### config.mk
export PLATFORM = sky130hd
export DESIGN_NAME = ast_adc_ctrl
export DESIGN_NICKNAME = d
export VERILOG_FILES = /design/src/logic/ast_pkg.sv /design/src/logic/ast_tad_gen.sv /design/src/logic/ast_adc_ctrl.sv
export SDC_FILE = /design/constraint.sdc
export NUM_CORES = 1
export LEC_CHECK = 0
export BUFFER_PORTS_ARGS = -buffer_cell sky130_fd_sc_hd__buf_2
export CORE_UTILIZATION = 40
export CTS_CLUSTER_SIZE = 40
export DETAILED_ROUTE_END_ITERATION = 7
export HOLD_SLACK_MARGIN = 0.1
export PLACE_DENSITY = 0.69
export SLEW_MARGIN = 5
export SYNTH_ARGS = -nofsm -noshare
export SYNTH_HDL_FRONTEND = slang
export SYNTH_SLANG_ARGS = --single-unit
### constraint.sdc
create_clock -name hclk -period 2.8 [get_ports hclk]
set_clock_uncertainty 0.1 [all_clocks]
set_input_delay 0.14 -clock hclk [delete_from_list [all_inputs] [get_ports hclk]]
set_output_delay 0.14 -clock hclk [all_outputs]
set_load 0.02 [all_outputs]
### src/logic/ast_pkg.sv
package ast_pkg;

   // register byte offsets, one aligned word each
   localparam int unsigned   ADDR_W         = 8;
   localparam logic [7:0]    OFS_CTRL_ZERO  = 8'h00;
   localparam logic [7:0]    OFS_CTRL_ONE   = 8'h04;
   localparam logic [7:0]    OFS_RESULT     = 8'h08;
   localparam logic [7:0]    OFS_IRQ_STATUS = 8'h0C;
   localparam logic [7:0]    OFS_IRQ_MASK   = 8'h10;
   localparam logic [7:0]    OFS_STATE      = 8'h14;

   // field positions
   localparam int unsigned   ON_BIT         = 0;
   localparam int unsigned   GO_BIT         = 1;
   localparam int unsigned   SEL_LSB        = 4;
   localparam int unsigned   SEL_W          = 3;
   localparam int unsigned   DONE_BIT       = 0;
   localparam int unsigned   PD_BIT         = 0;
   localparam int unsigned   BUSY_BIT       = 1;
   localparam int unsigned   RESULT_W       = 10;
   localparam int unsigned   BIT_CNT_W      = 4;
   localparam int unsigned   DIV_CNT_W      = 7;

   // reset values
   localparam logic [2:0]    SEL_RESET      = 3'h0;
   localparam logic [31:0]   WORD_ZERO      = 32'h0000_0000;
   localparam logic [9:0]    RESULT_RESET   = 10'h000;
   localparam logic [9:0]    RESULT_MSB_ONE = 10'h200;

   // conversion clock codes
   localparam logic [2:0]    SEL_DIV2       = 3'h0;
   localparam logic [2:0]    SEL_DIV8       = 3'h1;
   localparam logic [2:0]    SEL_DIV32      = 3'h2;
   localparam logic [2:0]    SEL_DIV4       = 3'h4;
   localparam logic [2:0]    SEL_DIV16      = 3'h5;
   localparam logic [2:0]    SEL_DIV64      = 3'h6;
   localparam logic [1:0]    SEL_RC_LOW     = 2'h3;

   // timing: instruction cycle is four system clocks
   localparam int unsigned   CLK_PERIOD_NS  = 100;
   localparam int unsigned   INSTR_NS       = 400;
   localparam logic [2:0]    INSTR_CYCLES   = 3'((INSTR_NS + CLK_PERIOD_NS - 1) / CLK_PERIOD_NS);
   localparam logic [1:0]    RECOVER_TADS   = 2'h2;
   localparam logic [3:0]    SAR_LAST_BIT   = 4'h0;
   localparam logic [3:0]    SAR_FIRST_BIT  = 4'h9;

   // conversion sequencer states
   typedef enum logic [1:0] {ST_IDLE, ST_DELAY, ST_CONVERT, ST_RECOVER} ast_state_t;

   // true when the code picks the dedicated rc clock
   function automatic logic ast_is_rc(input logic [2:0] sel);
      return sel[1:0] == SEL_RC_LOW;
   endfunction

   // system clock division ratio for a code
   function automatic logic [6:0] ast_div_ratio(input logic [2:0] sel);
      logic [6:0] r;
      r = 7'h02;
      unique case (sel)
         SEL_DIV2:  r = 7'h02;
         SEL_DIV8:  r = 7'h08;
         SEL_DIV32: r = 7'h20;
         SEL_DIV4:  r = 7'h04;
         SEL_DIV16: r = 7'h10;
         SEL_DIV64: r = 7'h40;
         default:   r = 7'h02;
      endcase
      return r;
   endfunction

endpackage

### src/logic/ast_tad_gen.sv
`timescale 1ns/1ps
// one pulse per conversion clock period, from the divider or the rc clock
module ast_tad_gen
   import ast_pkg::*;
(
   input  wire logic         hclk,
   input  wire logic         hresetn,
   input  wire logic [2:0]   sel,
   input  wire logic         run,
   input  wire logic         rc_clk_in,
   output      logic         tad_tick
);

   logic [6:0] cnt_ff;     // divider count
   logic [6:0] nxt_cnt;
   logic       rc_q_ff;    // previous rc level
   logic       div_hit;    // divider wraps
   logic       rc_rise;    // rising rc edge

   assign div_hit  = (cnt_ff == (ast_div_ratio(sel) - 7'h01));
   assign rc_rise  = rc_clk_in & ~rc_q_ff;
   assign nxt_cnt  = (!run || div_hit) ? 7'h00 : (cnt_ff + 7'h01);
   assign tad_tick = run & (ast_is_rc(sel) ? rc_rise : div_hit);

   // divider counter and rc edge register
   always_ff @(posedge hclk or negedge hresetn) begin
      if (!hresetn) begin
         cnt_ff  <= 7'h00;
         rc_q_ff <= 1'b0;
      end else begin
         cnt_ff  <= nxt_cnt;
         rc_q_ff <= rc_clk_in;
      end
   end

endmodule

### src/logic/ast_adc_ctrl.sv
`timescale 1ns/1ps
// What this block does
// - keep converting in sleep only on rc clock
// - rc clock delays start one instruction cycle
// - done wakes sleeping device when interrupt enabled
// - rc sleep, interrupt off: power down after done
// - sleep on divided clock aborts and powers down
// - special event sets go, clears timer one
// - clock select field bits six to four
// - other clock register bits read zero
// - completion clears go, sets done, loads result
// - software abort keeps result, two period recovery
// - go ignored unless converter already on
module ast_adc_ctrl
   import ast_pkg::*;
(
   input  wire logic         hclk,
   input  wire logic         hresetn,
   input  wire logic         hsel,
   input  wire logic [31:0]  haddr,
   input  wire logic [1:0]   htrans,
   input  wire logic         hwrite,
   input  wire logic [2:0]   hsize,
   input  wire logic [31:0]  hwdata,
   input  wire logic         hready,
   output      logic         hreadyout,
   output      logic         hresp,
   output      logic [31:0]  hrdata,
   input  wire logic         sleep_in,
   input  wire logic         special_event_in,
   input  wire logic         rc_clk_in,
   input  wire logic         cmp_in,
   output      logic [9:0]   sar_trial,
   output      logic         sample_en,
   output      logic         analog_power,
   output      logic         timer_one_clear,
   output      logic         wake_out,
   output      logic         irq
);

   // bus slave state
   logic        rd_pend_ff;     // read data phase pending
   logic        rd_ready_ff;    // read data loaded
   logic        wr_pend_ff;     // write data phase pending
   logic [7:0]  addr_ff;        // captured address
   logic [31:0] hrdata_ff;      // read data register
   logic        addr_phase;     // address phase taken
   logic        wr_en;          // write strobe
   logic [31:0] rd_mux;         // read selection

   // control and status
   logic        on_ff;          // converter_on
   logic        go_ff;          // convert_go_flag
   logic [2:0]  sel_ff;         // conv_clock_select
   logic [9:0]  result_ff;      // result_register_pair
   logic        done_ff;        // conversion_done_flag
   logic        mask_ff;        // converter interrupt enable
   logic        pd_ff;          // converter powered down
   logic        nxt_go;
   logic        nxt_done;
   logic        nxt_pd;

   // sequencer
   ast_state_t  state_ff;
   ast_state_t  nxt_state;
   logic [2:0]  delay_ff;       // instruction cycle wait
   logic [2:0]  nxt_delay;
   logic [3:0]  bit_ff;         // bit under trial
   logic [9:0]  sar_ff;         // trial word
   logic [9:0]  nxt_sar;
   logic [1:0]  rec_ff;         // recovery periods left
   logic [1:0]  nxt_rec;
   logic        tad_tick;
   logic        busy;
   logic        rc_sel;

   // event decode
   logic        sleep_q_ff;     // previous sleep level
   logic        sleep_entry;
   logic        trig_q_ff;      // previous trigger level
   logic        trig_strobe;
   logic        trig_clr_ff;    // timer one clear pulse
   logic        sw_go_set;
   logic        sw_go_clr;
   logic        start_req;
   logic        complete;
   logic        abort_sw;
   logic        abort_sleep;
   logic        bit_keep;

   // bus decode
   assign addr_phase = hsel & htrans[1] & hready;
   assign wr_en      = wr_pend_ff;
   assign hreadyout  = ~rd_pend_ff | rd_ready_ff;
   assign hresp      = 1'b0;
   assign hrdata     = hrdata_ff;

   // read mux, unmapped words read zero
   assign rd_mux =
      (addr_ff == OFS_CTRL_ZERO)  ? {30'h0000_0000, go_ff, on_ff} :
      // only bits six to four are driven
      (addr_ff == OFS_CTRL_ONE)   ? {25'h000_0000, sel_ff, 4'h0} :
      (addr_ff == OFS_RESULT)     ? {22'h00_0000, result_ff} :
      (addr_ff == OFS_IRQ_STATUS) ? {31'h0000_0000, done_ff} :
      (addr_ff == OFS_IRQ_MASK)   ? {31'h0000_0000, mask_ff} :
      (addr_ff == OFS_STATE)      ? {30'h0000_0000, busy, pd_ff} : WORD_ZERO;

   // address capture, one wait state on reads
   always_ff @(posedge hclk or negedge hresetn) begin
      if (!hresetn) begin
         rd_pend_ff  <= 1'b0;
         wr_pend_ff  <= 1'b0;
         rd_ready_ff <= 1'b0;
         addr_ff     <= 8'h00;
      end else if (hreadyout) begin
         rd_pend_ff  <= addr_phase & ~hwrite;
         wr_pend_ff  <= addr_phase & hwrite;
         rd_ready_ff <= 1'b0;
         addr_ff     <= addr_phase ? haddr[7:0] : addr_ff;
      end else begin
         rd_ready_ff <= 1'b1;
      end
   end

   // read data register loads in the wait cycle
   always_ff @(posedge hclk or negedge hresetn) begin
      if (!hresetn) begin
         hrdata_ff <= WORD_ZERO;
      end else if (rd_pend_ff && !rd_ready_ff) begin
         hrdata_ff <= rd_mux;
      end
   end

   // software and trigger events
   assign sleep_entry = sleep_in & ~sleep_q_ff;
   // level edge gives a single cycle strobe
   assign trig_strobe = special_event_in & ~trig_q_ff;
   assign sw_go_set   = wr_en & (addr_ff == OFS_CTRL_ZERO) & hwdata[GO_BIT];
   assign sw_go_clr   = wr_en & (addr_ff == OFS_CTRL_ZERO) & ~hwdata[GO_BIT];
   assign rc_sel      = ast_is_rc(sel_ff);
   assign busy        = (state_ff == ST_DELAY) | (state_ff == ST_CONVERT);
   // request needs converter_on set beforehand
   // no start in the cycle that a divided clock sleep powers the converter down
   assign start_req   = (state_ff == ST_IDLE) & on_ff & ~pd_ff & (sw_go_set | trig_strobe)
                        & ~(sleep_entry & ~rc_sel);
   assign bit_keep    = cmp_in;
   // last bit decided on a period tick
   assign complete    = (state_ff == ST_CONVERT) & tad_tick & (bit_ff == SAR_LAST_BIT)
                        & ~abort_sleep & ~abort_sw;
   assign abort_sw    = busy & sw_go_clr & ~trig_strobe & ~abort_sleep;
   // sleep on a divided clock aborts
   assign abort_sleep = busy & sleep_entry & ~rc_sel;

   // conversion clock period source
   ast_tad_gen u_tad (
      .hclk      (hclk),
      .hresetn   (hresetn),
      .sel       (sel_ff),
      .run       (on_ff & ~pd_ff),
      .rc_clk_in (rc_clk_in),
      .tad_tick  (tad_tick)
   );

   // sequencer next state
   always_comb begin
      nxt_state = state_ff;
      nxt_delay = delay_ff;
      nxt_rec   = rec_ff;
      nxt_sar   = sar_ff;
      unique case (state_ff)
         ST_IDLE: begin
            if (start_req) begin
               // rc clock waits one instruction cycle first
               nxt_state = rc_sel ? ST_DELAY : ST_CONVERT;
               nxt_delay = INSTR_CYCLES - 3'h1;
               nxt_sar   = RESULT_MSB_ONE;
            end
         end
         ST_DELAY: begin
            if (delay_ff == 3'h0) begin
               nxt_state = ST_CONVERT;
            end else begin
               nxt_delay = delay_ff - 3'h1;
            end
         end
         ST_CONVERT: begin
            if (tad_tick) begin
               // keep or drop the trial bit, then try the next one
               nxt_sar = bit_keep ? sar_ff : (sar_ff & ~(RESULT_MSB_ONE >> (SAR_FIRST_BIT - bit_ff)));
               if (bit_ff != SAR_LAST_BIT) begin
                  nxt_sar = nxt_sar | (RESULT_MSB_ONE >> (SAR_FIRST_BIT - bit_ff + 4'h1));
               end else begin
                  nxt_state = ST_IDLE;
               end
            end
         end
         ST_RECOVER: begin
            if (tad_tick) begin
               nxt_rec   = rec_ff - 2'h1;
               nxt_state = (rec_ff == 2'h1) ? ST_IDLE : ST_RECOVER;
            end
         end
      endcase
      if (abort_sw) begin
         nxt_state = ST_RECOVER;
         nxt_rec   = RECOVER_TADS;
      end
      if (abort_sleep || pd_ff) begin
         nxt_state = ST_IDLE;
      end
   end

   // sequencer registers, reset aborts any conversion
   always_ff @(posedge hclk or negedge hresetn) begin
      if (!hresetn) begin
         state_ff <= ST_IDLE;
         delay_ff <= 3'h0;
         rec_ff   <= 2'h0;
         sar_ff   <= RESULT_RESET;
         bit_ff   <= SAR_FIRST_BIT;
      end else begin
         state_ff <= nxt_state;
         delay_ff <= nxt_delay;
         rec_ff   <= nxt_rec;
         sar_ff   <= nxt_sar;
         bit_ff   <= (state_ff != ST_CONVERT) ? SAR_FIRST_BIT :
                     (tad_tick ? bit_ff - 4'h1 : bit_ff);
      end
   end

   // go flag: hardware set wins over software clear
   always_comb begin
      nxt_go = go_ff;
      if (sw_go_clr) begin
         nxt_go = 1'b0;
      end
      if (complete || abort_sleep) begin
         nxt_go = 1'b0;
      end
      // special event sets go
      // go only rises when a conversion really starts or runs, never stuck while idle
      if (start_req || (trig_strobe && busy && !complete && !abort_sleep)) begin
         nxt_go = 1'b1;
      end
   end

   // done flag: completion wins over write one to clear
   assign nxt_done = complete | (done_ff & ~(wr_en & (addr_ff == OFS_IRQ_STATUS)
                                             & hwdata[DONE_BIT]));

   // power down: sleep abort, or rc sleep completion without interrupt
   always_comb begin
      nxt_pd = pd_ff & sleep_in;
      // divided clock sleep powers converter down, converter_on stays set
      if (sleep_entry && !rc_sel) begin
         nxt_pd = 1'b1;
      end
      // rc sleep done with interrupt disabled
      if (complete && sleep_in && !mask_ff) begin
         nxt_pd = 1'b1;
      end
   end

   // control and status registers
   always_ff @(posedge hclk or negedge hresetn) begin
      if (!hresetn) begin
         on_ff     <= 1'b0;
         go_ff     <= 1'b0;
         // clock select back to system over two
         sel_ff    <= SEL_RESET;
         result_ff <= RESULT_RESET;
         done_ff   <= 1'b0;
         mask_ff   <= 1'b0;
         pd_ff     <= 1'b0;
      end else begin
         if (wr_en && addr_ff == OFS_CTRL_ZERO) begin
            on_ff <= hwdata[ON_BIT];
         end
         // three bit field at six to four
         if (wr_en && addr_ff == OFS_CTRL_ONE) begin
            sel_ff <= hwdata[SEL_LSB +: SEL_W];
         end
         if (wr_en && addr_ff == OFS_IRQ_MASK) begin
            mask_ff <= hwdata[DONE_BIT];
         end
         if (complete) begin
            result_ff <= nxt_sar;
         end
         go_ff   <= nxt_go;
         done_ff <= nxt_done;
         pd_ff   <= nxt_pd;
      end
   end

   // event edge registers and timer clear pulse
   always_ff @(posedge hclk or negedge hresetn) begin
      if (!hresetn) begin
         sleep_q_ff  <= 1'b0;
         trig_q_ff   <= 1'b0;
         trig_clr_ff <= 1'b0;
      end else begin
         sleep_q_ff  <= sleep_in;
         trig_q_ff   <= special_event_in;
         // timer one counter cleared on the trigger
         trig_clr_ff <= trig_strobe;
      end
   end

   // analog side outputs
   assign sar_trial       = sar_ff;
   assign sample_en       = analog_power & ~busy & (state_ff != ST_RECOVER);
   // converter kept powered in rc clock sleep until a done with interrupt off
   assign analog_power    = on_ff & ~pd_ff;
   assign timer_one_clear = trig_clr_ff;
   // done with interrupt enabled wakes the device
   assign wake_out        = sleep_in & done_ff & mask_ff;
   assign irq             = done_ff & mask_ff;

   // checks
   chk_rc_delay: assert property (@(posedge hclk) disable iff (!hresetn)
      start_req && rc_sel && !abort_sleep |=> state_ff == ST_DELAY ##1 state_ff == ST_DELAY)
      else $error("rc start did not wait");
   chk_done_sets: assert property (@(posedge hclk) disable iff (!hresetn)
      complete |=> done_ff && !go_ff && result_ff == $past(nxt_sar))
      else $error("completion effects missing");
   chk_abort_keep: assert property (@(posedge hclk) disable iff (!hresetn)
      abort_sw |=> state_ff == ST_RECOVER && $stable(result_ff) && rec_ff == RECOVER_TADS)
      else $error("software abort mishandled");
   chk_sleep_abort: assert property (@(posedge hclk) disable iff (!hresetn)
      sleep_entry && !rc_sel |=> pd_ff && !busy && on_ff == $past(on_ff))
      else $error("divided clock sleep not aborted");
   chk_rc_sleep_off: assert property (@(posedge hclk) disable iff (!hresetn)
      complete && sleep_in && !mask_ff |=> pd_ff && on_ff)
      else $error("rc sleep power down missing");
   chk_wake_done: assert property (@(posedge hclk) disable iff (!hresetn)
      complete && sleep_in && mask_ff ##1 sleep_in |-> wake_out)
      else $error("no wake after conversion");
   chk_trig_go: assert property (@(posedge hclk) disable iff (!hresetn)
      trig_strobe && on_ff && !pd_ff && !complete && !(sleep_entry && !rc_sel)
      && state_ff != ST_RECOVER |=> go_ff && timer_one_clear)
      else $error("trigger did not start");
   chk_trig_pulse: assert property (@(posedge hclk) disable iff (!hresetn)
      timer_one_clear |=> !timer_one_clear)
      else $error("trigger pulse too long");
   chk_sel_read: assert property (@(posedge hclk) disable iff (!hresetn)
      rd_pend_ff && rd_ready_ff && addr_ff == OFS_CTRL_ONE |->
      hrdata[7] == 1'b0 && hrdata[3:0] == 4'h0 && hrdata[6:4] == sel_ff)
      else $error("clock select readback wrong");
   chk_go_needs_on: assert property (@(posedge hclk) disable iff (!hresetn)
      !on_ff && !go_ff |=> !go_ff)
      else $error("go set while converter off");
   chk_rc_sleep_run: assert property (@(posedge hclk) disable iff (!hresetn)
      sleep_entry && rc_sel && busy && !sw_go_clr |=> busy || done_ff)
      else $error("rc conversion stopped by sleep");

endmodule

[Word level (Yosys, flattened, before mapping)]
Index checks and enable logic that the tools add are counted.
Widths: inputs -> output; s select.
Cells by class
  $add $sub $neg: 7
  equal/unequal tests: 25
  shift operators: 2
  muxes and demuxes: 38
  bitwise operators: 56
  reduce and logical (&&, ||, !) cells: 34
Operators with widths (number)
  $mux 10: 7
  $and 1x1->1: 35
  $pmux 7 s5: 1
  $mux 2: 15
  $pmux 10 s2: 1
  $shr 10x4->10 const A: 2
  $eq 8x4->1 const B: 2
  $eq 8x5->1 const B: 2
  $not 1->1: 14
  $ne 4x3->1 const B: 3
  $and 10x10->10: 1
  $logic_and 1x1->1: 10
  $not 10->10: 1
  $or 10x10->10: 1
  $eq 3x3->1 const B: 3
  $eq 8x3->1 const B: 1
  $logic_not 8->1: 1
  $mux 4: 2
  $ne 2x2->1 const B: 4
  $pmux 2 s4: 1
  $reduce_bool 2->1: 4
  $add 7x1->7 const B: 1
  $eq 7x7->1: 1
  $mux 1: 7
  26 further kinds: 42
Word-level totals
  register bits: 93
  bits of input ports: 78
  output and inout bits: 49
  logic and storage cells: 184

[Depth between registers and ports, before layout]
  depth in word-level cells: 15
  depth in mapped cells: 9
  depth with buffers taken out: 8

[By module]
A second synthesis with hierarchy kept.
Second synthesis, totals
  cell total of the unflattened synthesis: 405
  area, all modules: 4006.3 µm²
Modules (own cells, without submodules)
  ast_adc_ctrl: instances 1, cells an instance 345, area each 3458.3 µm²
  ast_tad_gen: instances 1, cells an instance 60, area each 548.0 µm²

[Worst setup path before layout]
Ideal clock, no wire load.
  kind: register -> register
  start: register sel_ff[0]
  end: register result_ff[5]
  setup time: 0.125 ns
  arrival: 2.405 ns
  data required time: 2.575 ns
  setup slack: 0.170 ns
  cell stages (with the launch flop): 8
  path buffers: 1
  clock period less this slack: 2.630 ns
  cells stage by stage: dfrtp_1 -> or4_1 -> o211ai_1 -> a21oi_1 -> or2_2 -> nor3b_4 -> buf_6 -> mux2_4
Between the ends
  longest elaborated chain between the ends: 10
  elaborated cells between the ends (all ways): 26
  classes of those cells: 1 x add/sub; 7 x eq/ne; 5 x mux; 13 x bitwise
RTL lines
  start, declared: line ast_adc_ctrl.sv:54  | logic [2:0] sel_ff;
  start signal, assigned: line ast_adc_ctrl.sv:281  | sel_ff <= hwdata[SEL_LSB +: SEL_W];
  $eq 3x3->1, or another cell as far along: line ast_pkg.sv:59  | unique case (sel)
  $pmux 7 s5: line ast_pkg.sv:59
  $sub 7x1->7: line ast_tad_gen.sv:20  | assign div_hit = (cnt_ff == (ast_div_ratio(sel) - 7'h01));
  $eq 7x7->1: line ast_tad_gen.sv:20
  $mux 1: line ast_tad_gen.sv:23  | assign tad_tick = run & (ast_is_rc(sel) ? rc_rise : div_hit);
  $and 1x1->1: line ast_tad_gen.sv:23
  $and 1x1->1 (2 in series): line ast_adc_ctrl.sv:148  | assign complete = (state_ff == ST_CONVERT) & tad_tick & (bit_ff == SAR_LAST_BIT)
  $and 1x1->1 (2 in series): line ast_adc_ctrl.sv:149  | & ~abort_sleep & ~abort_sw;
  end signal, assigned: line ast_adc_ctrl.sv:287  | result_ff <= nxt_sar;
  end, declared: line ast_adc_ctrl.sv:55  | logic [9:0] result_ff;
Parallel ways exist; a longest one is shown, timed or not.
A chain may end at the register's enable or synchronous reset.

[Worst setup path after layout]
  start: register addr_ff[3]
  end: register result_ff[4]
Between the ends
  longest elaborated chain between the ends: 8
  elaborated cells between the ends (all ways): 14
  classes of those cells: 2 x mux; 11 x bitwise; 1 x reduce/logical
RTL lines
  start, declared: line ast_adc_ctrl.sv:45  | logic [7:0] addr_ff;
  start signal, assigned: line ast_adc_ctrl.sv:119  | addr_ff <= addr_phase ? haddr[7:0] : addr_ff;
  $logic_not 8->1 (*): line ast_adc_ctrl.sv:138, ast_adc_ctrl.sv:139
  $and 1x1->1 (*): line ast_adc_ctrl.sv:138, ast_adc_ctrl.sv:139
  $and 1x1->1, on equally long branches: line ast_adc_ctrl.sv:138, ast_adc_ctrl.sv:139
  $or 1x1->1 / $and 1x1->1 (equally long branches): line ast_adc_ctrl.sv:144, ast_adc_ctrl.sv:150
  $and 1x1->1, on equally long branches: line ast_adc_ctrl.sv:144, ast_adc_ctrl.sv:150
  $and 1x1->1, on equally long branches: line ast_adc_ctrl.sv:145, ast_adc_ctrl.sv:150
  $mux 10 / $not 1->1 (equally long branches): line ast_adc_ctrl.sv:172, ast_adc_ctrl.sv:149
  $pmux 10 s2 / $and 1x1->1 (equally long branches): line ast_adc_ctrl.sv:170, ast_adc_ctrl.sv:149
Every way passes the cells marked *; elsewhere a longest branch is shown, timed or not.

==> key figures <==
Cells and area
  • Share of layout cells above drive strength 1: 24.6%
  • ANT cells: 0
  • Final core occ: 50.3%
  • Area Growth Syn to Fin: 20.0%
  • Number of nets in the layout: 601
  • Post-route cell area: around 5000 um^2

Die
  • Initial Util: 41.9%
  • Boundary pin count: 127
  • Die ar.: about 11,000 um^2
  • Rows: 36
  • Die Y: 104 um
  • Core Area: around 9900 um^2
  • Die Width: roughly 100 um

CTS
  • Post-CTS Resized: 0
  • Hold_buf cts: 19
  • Sink Count: 71
  • CTS tree: done
  • Worst-Skew Late Latency: 0.35 ns
  • Clk slew on worst S/H paths: 0.08 ns
  • Clock Tree Root: clkbuf_8
  • CTS max path bufs: 2
  • Post-CTS Repair Setup Buffers: 0
  • H-tree levels: 3
  • TritonCTS Buffers: 9

Pwr
  • Max VDD drop: 0.426 mV
  • Pwr Density: 578 nW/um^2
  • Static Leak: 2.41 nW

Placed design
  • Worst slack, placed: between 0.1 and 0.15 ns
  • Port Buffers: 48
  • Post-DP Area: 4590 um^2
  • Post-DP HPWL: 6770 um
  • Final RePlAce weighted congestion: 0.875

Worst setup path
  • Worst Path Arrival: 2.79 ns
  • RR Startpoint: addr_ff[3]
  • CP delay by family, top: simple AND/OR/NAND/NOR gates
  • Critical Path Source Type: flop
  • CP required: 2.92 ns
  • Reg2reg setup slack: 0.13 ns
  • Critical path's slowest cell: or4_1
  • Bufs and invs on worst path: 0
  • Worst Path Max Fanout: 5
  • Max incr delay on CP: 0.61 ns
  • Setup crit end kind: flop
  • Worst reg-to-reg path cell count: 6
  • Crit path kind: flop to flop
  • CP Cell Sequence: or4_4, o31ai_4, a31oi_1, or4_1, o211ai_1, mux2i_1
  • Reg2reg end: result_ff[4]

Timing
  • Sum Neg Setup Slack: 0 ns
  • Max-slew headroom: 41.6%
  • RSZ-0062 raised after global routing: no
  • Worst-margin pin slew: 0.876 ns
  • Final setup vio count: 0
  • Period utilization: a little over nine tenths
  • Setup WS post-layout: 0.135 ns
  • Slew Limit Fails: 0
  • Final Hold Vio Count: 0
  • F_max: ~380 MHz
  • Final Critical Period: 2.67 ns

Hold path
  • Hold Path Class: input port to flop
  • WHS Endpoint: rec_ff[1]
  • WHS Path Cells: 5
  • Hold Path Origin: hwdata[1]

Run status
  • Status: completed

Drt
  • Final WL: around 9400 um
  • Residual DRC count: 0
  • Vias/cell: 5.03
  • Via count: around 3,200
  • Drt pass-1 iters: 5
  • WL per Instance: 14.6 um
  • Final ANT Viol Nets: 0
  • Iteration-0 DRC Markers: ~190

Synth
  • Count of cell types in the netlist: 66
  • Cell with the most instances after synthesis: dfrtp_1
  • Area leader, netlist: dfrtp_1
  • Synth Area in Compound Gates: between 10% and 20%
  • Synth Area in XOR/XNOR: 2.95%
  • Commonest cells post-synth: dfrtp_1 (69), nand2_1 (41), buf_4 (23)
  • Synth top area cells: dfrtp_1 (42%), ha_1 (5.7%), mux2_2 (4.3%)
  • Simple-gate share of the synthesized area: 21.1%
  • Ys async rst share: 100%
  • Yosys warning count: 0
  • Proportion of synthesized area in mux cells: under 10%
  • Post-synthesis adder-cell area fraction: between 5 and 6%
  • Area share of the largest cell type after synthesis: 41.6%
  • #FFs+latches synth: between 70 and 80
  • Number of synthesized flops with an enable pin: 0
  • Seq/Total Area, Yosys: 42.9%
  • Post-Syn Instances: 416
  • Largest family of logic cells by synthesized area: simple AND/OR/NAND/NOR gates
  • Syn Area/Cell: 9.98 um^2
  • Area of the mapped netlist: 4150 um^2
  • Main synth FF type: dfrtp_1

GRT
  • GRT Total Usage: 18.4%
  • Initial antenna violation count: 0
  • GR Overflow Total: 0
  • First-pass GRT wire length: 15,700 um
  • Largest net degree at the start of global routing: 72
  • Number of global-route vias before repair: 3,257

Flow run
  • Max cap viols: 0
==> how the worst max path moves through the flow <==
stage	from	end	slack [ns]	depth (start not counted)
4_1_cts	addr_ff[3]	result_ff[3]	0.12	6
6_report	addr_ff[3]	result_ff[4]	0.13	6
2_1_floorplan	sel_ff[0]	result_ff[5]	0.17	7
5_1_grt	addr_ff[3]	result_ff[3]	0.01	6
3_5_place_dp	addr_ff[3]	result_ff[3]	0.13	6
3_3_place_gp	addr_ff[5]	result_ff[3]	0.13	6
==> tightest hold or removal path, cell delays in order <==
cell	delay, ns
buf_2	0.09
nor2_1	0.04
nor4b_4	0.13
nand4_2	0.13
nand2_1	0.06
==> state kept, by name, indices dropped and copies added, names as in the netlist, 2 cells and up <==
| name | flops |
|---|---|
| result_ff | 10 |
| addr_ff | 8 |
| hrdata | 10 |
| rec_ff | 2 |
| sar_trial | 10 |
| u_tad.cnt_ff | 7 |
| bit_ff | 4 |
| delay_ff | 3 |
| state_ff | 2 |
| sel_ff | 3 |
==> routing by layer <==
metal / vias up / global-route usage [%] / wire [um]
met5: - / 0 / 0
met4: 0 / 8.27 / 191
met2: 100 / 29.9 / 4460
li1: 1591 / - / -
met1: 1521 / 23.6 / 4360
met3: 17 / 3.95 / 355
==> layout make-up <==
cell class              count  area [um^2]
repair buffers             92          631
flip-flops and latches     71         1780
clock inverters             7         78.8
multi-input cells         308         2120
inverters                  22         82.6
well taps                 133          166
clock buffers               9          124
fillers                   958         4930
==> through the flow <==
| stage | hold WS, ns | power [mW] | std cells |
|---|---|---|---|
| after floorplan | -0.256 | 1.81 | 438 |
| after global placement | 0.164 | 2.00 | 607 |
| after detailed placement | 0.167 | 2.03 | 607 |
| after CTS | 0.179 | 2.90 | 642 |
| after global routing | 0.225 | 3.04 | 642 |
| final | 0.184 | 2.88 | 642 |
==> where the power goes <==
| group | internal [mW] | switching [mW] |
|---|---|---|
| clock | 0.420 | 0.431 |
| sequential | 1.15 | 0.0820 |
| combinational | 0.321 | 0.470 |
| total | 1.90 | 0.982 |
==> cells by family (layout without fill, tap and decap cells) <==
family | Yosys count | in the layout
adder cells (fa/ha/maj) | 19 | 19
flip-flops | 71 | 71
AND/OR/NAND/NOR | 156 | 156
other | 1 | 23
multiplexers | 28 | 28
AO/OA/AOI/OAI | 68 | 68
buffers and inverters | 59 | 130
XOR/XNOR | 14 | 14
==> layout by cell type (no fill, tap or decap), types with 3 or more instances in the layout <==
cell type      count
xnor2_1            9
nor3_1             9
nand3b_1           4
nor2_1            22
buf_4             24
o21ai_0           13
buf_2             48
inv_6              3
a21o_1             6
nand4_1            5
inv_1             21
a21oi_1           13
and2_1             5
a41o_1             3
nor2b_1            7
mux2_2            16
clkinvlp_4         3
or2_2              3
conb_1            23
nand2b_1          11
nor3b_1            6
nand3_1           17
mux2_4             4
ha_1              19
o211ai_1           3
a32oi_1            3
nand2_1           41
xor2_1             5
dlygate4sd3_1     19
clkbuf_8           9
and3_1             6
mux2i_1            8
or3_1              3
dfrtp_1           69
a31oi_1            5
(Power assumes the default switching activity.)
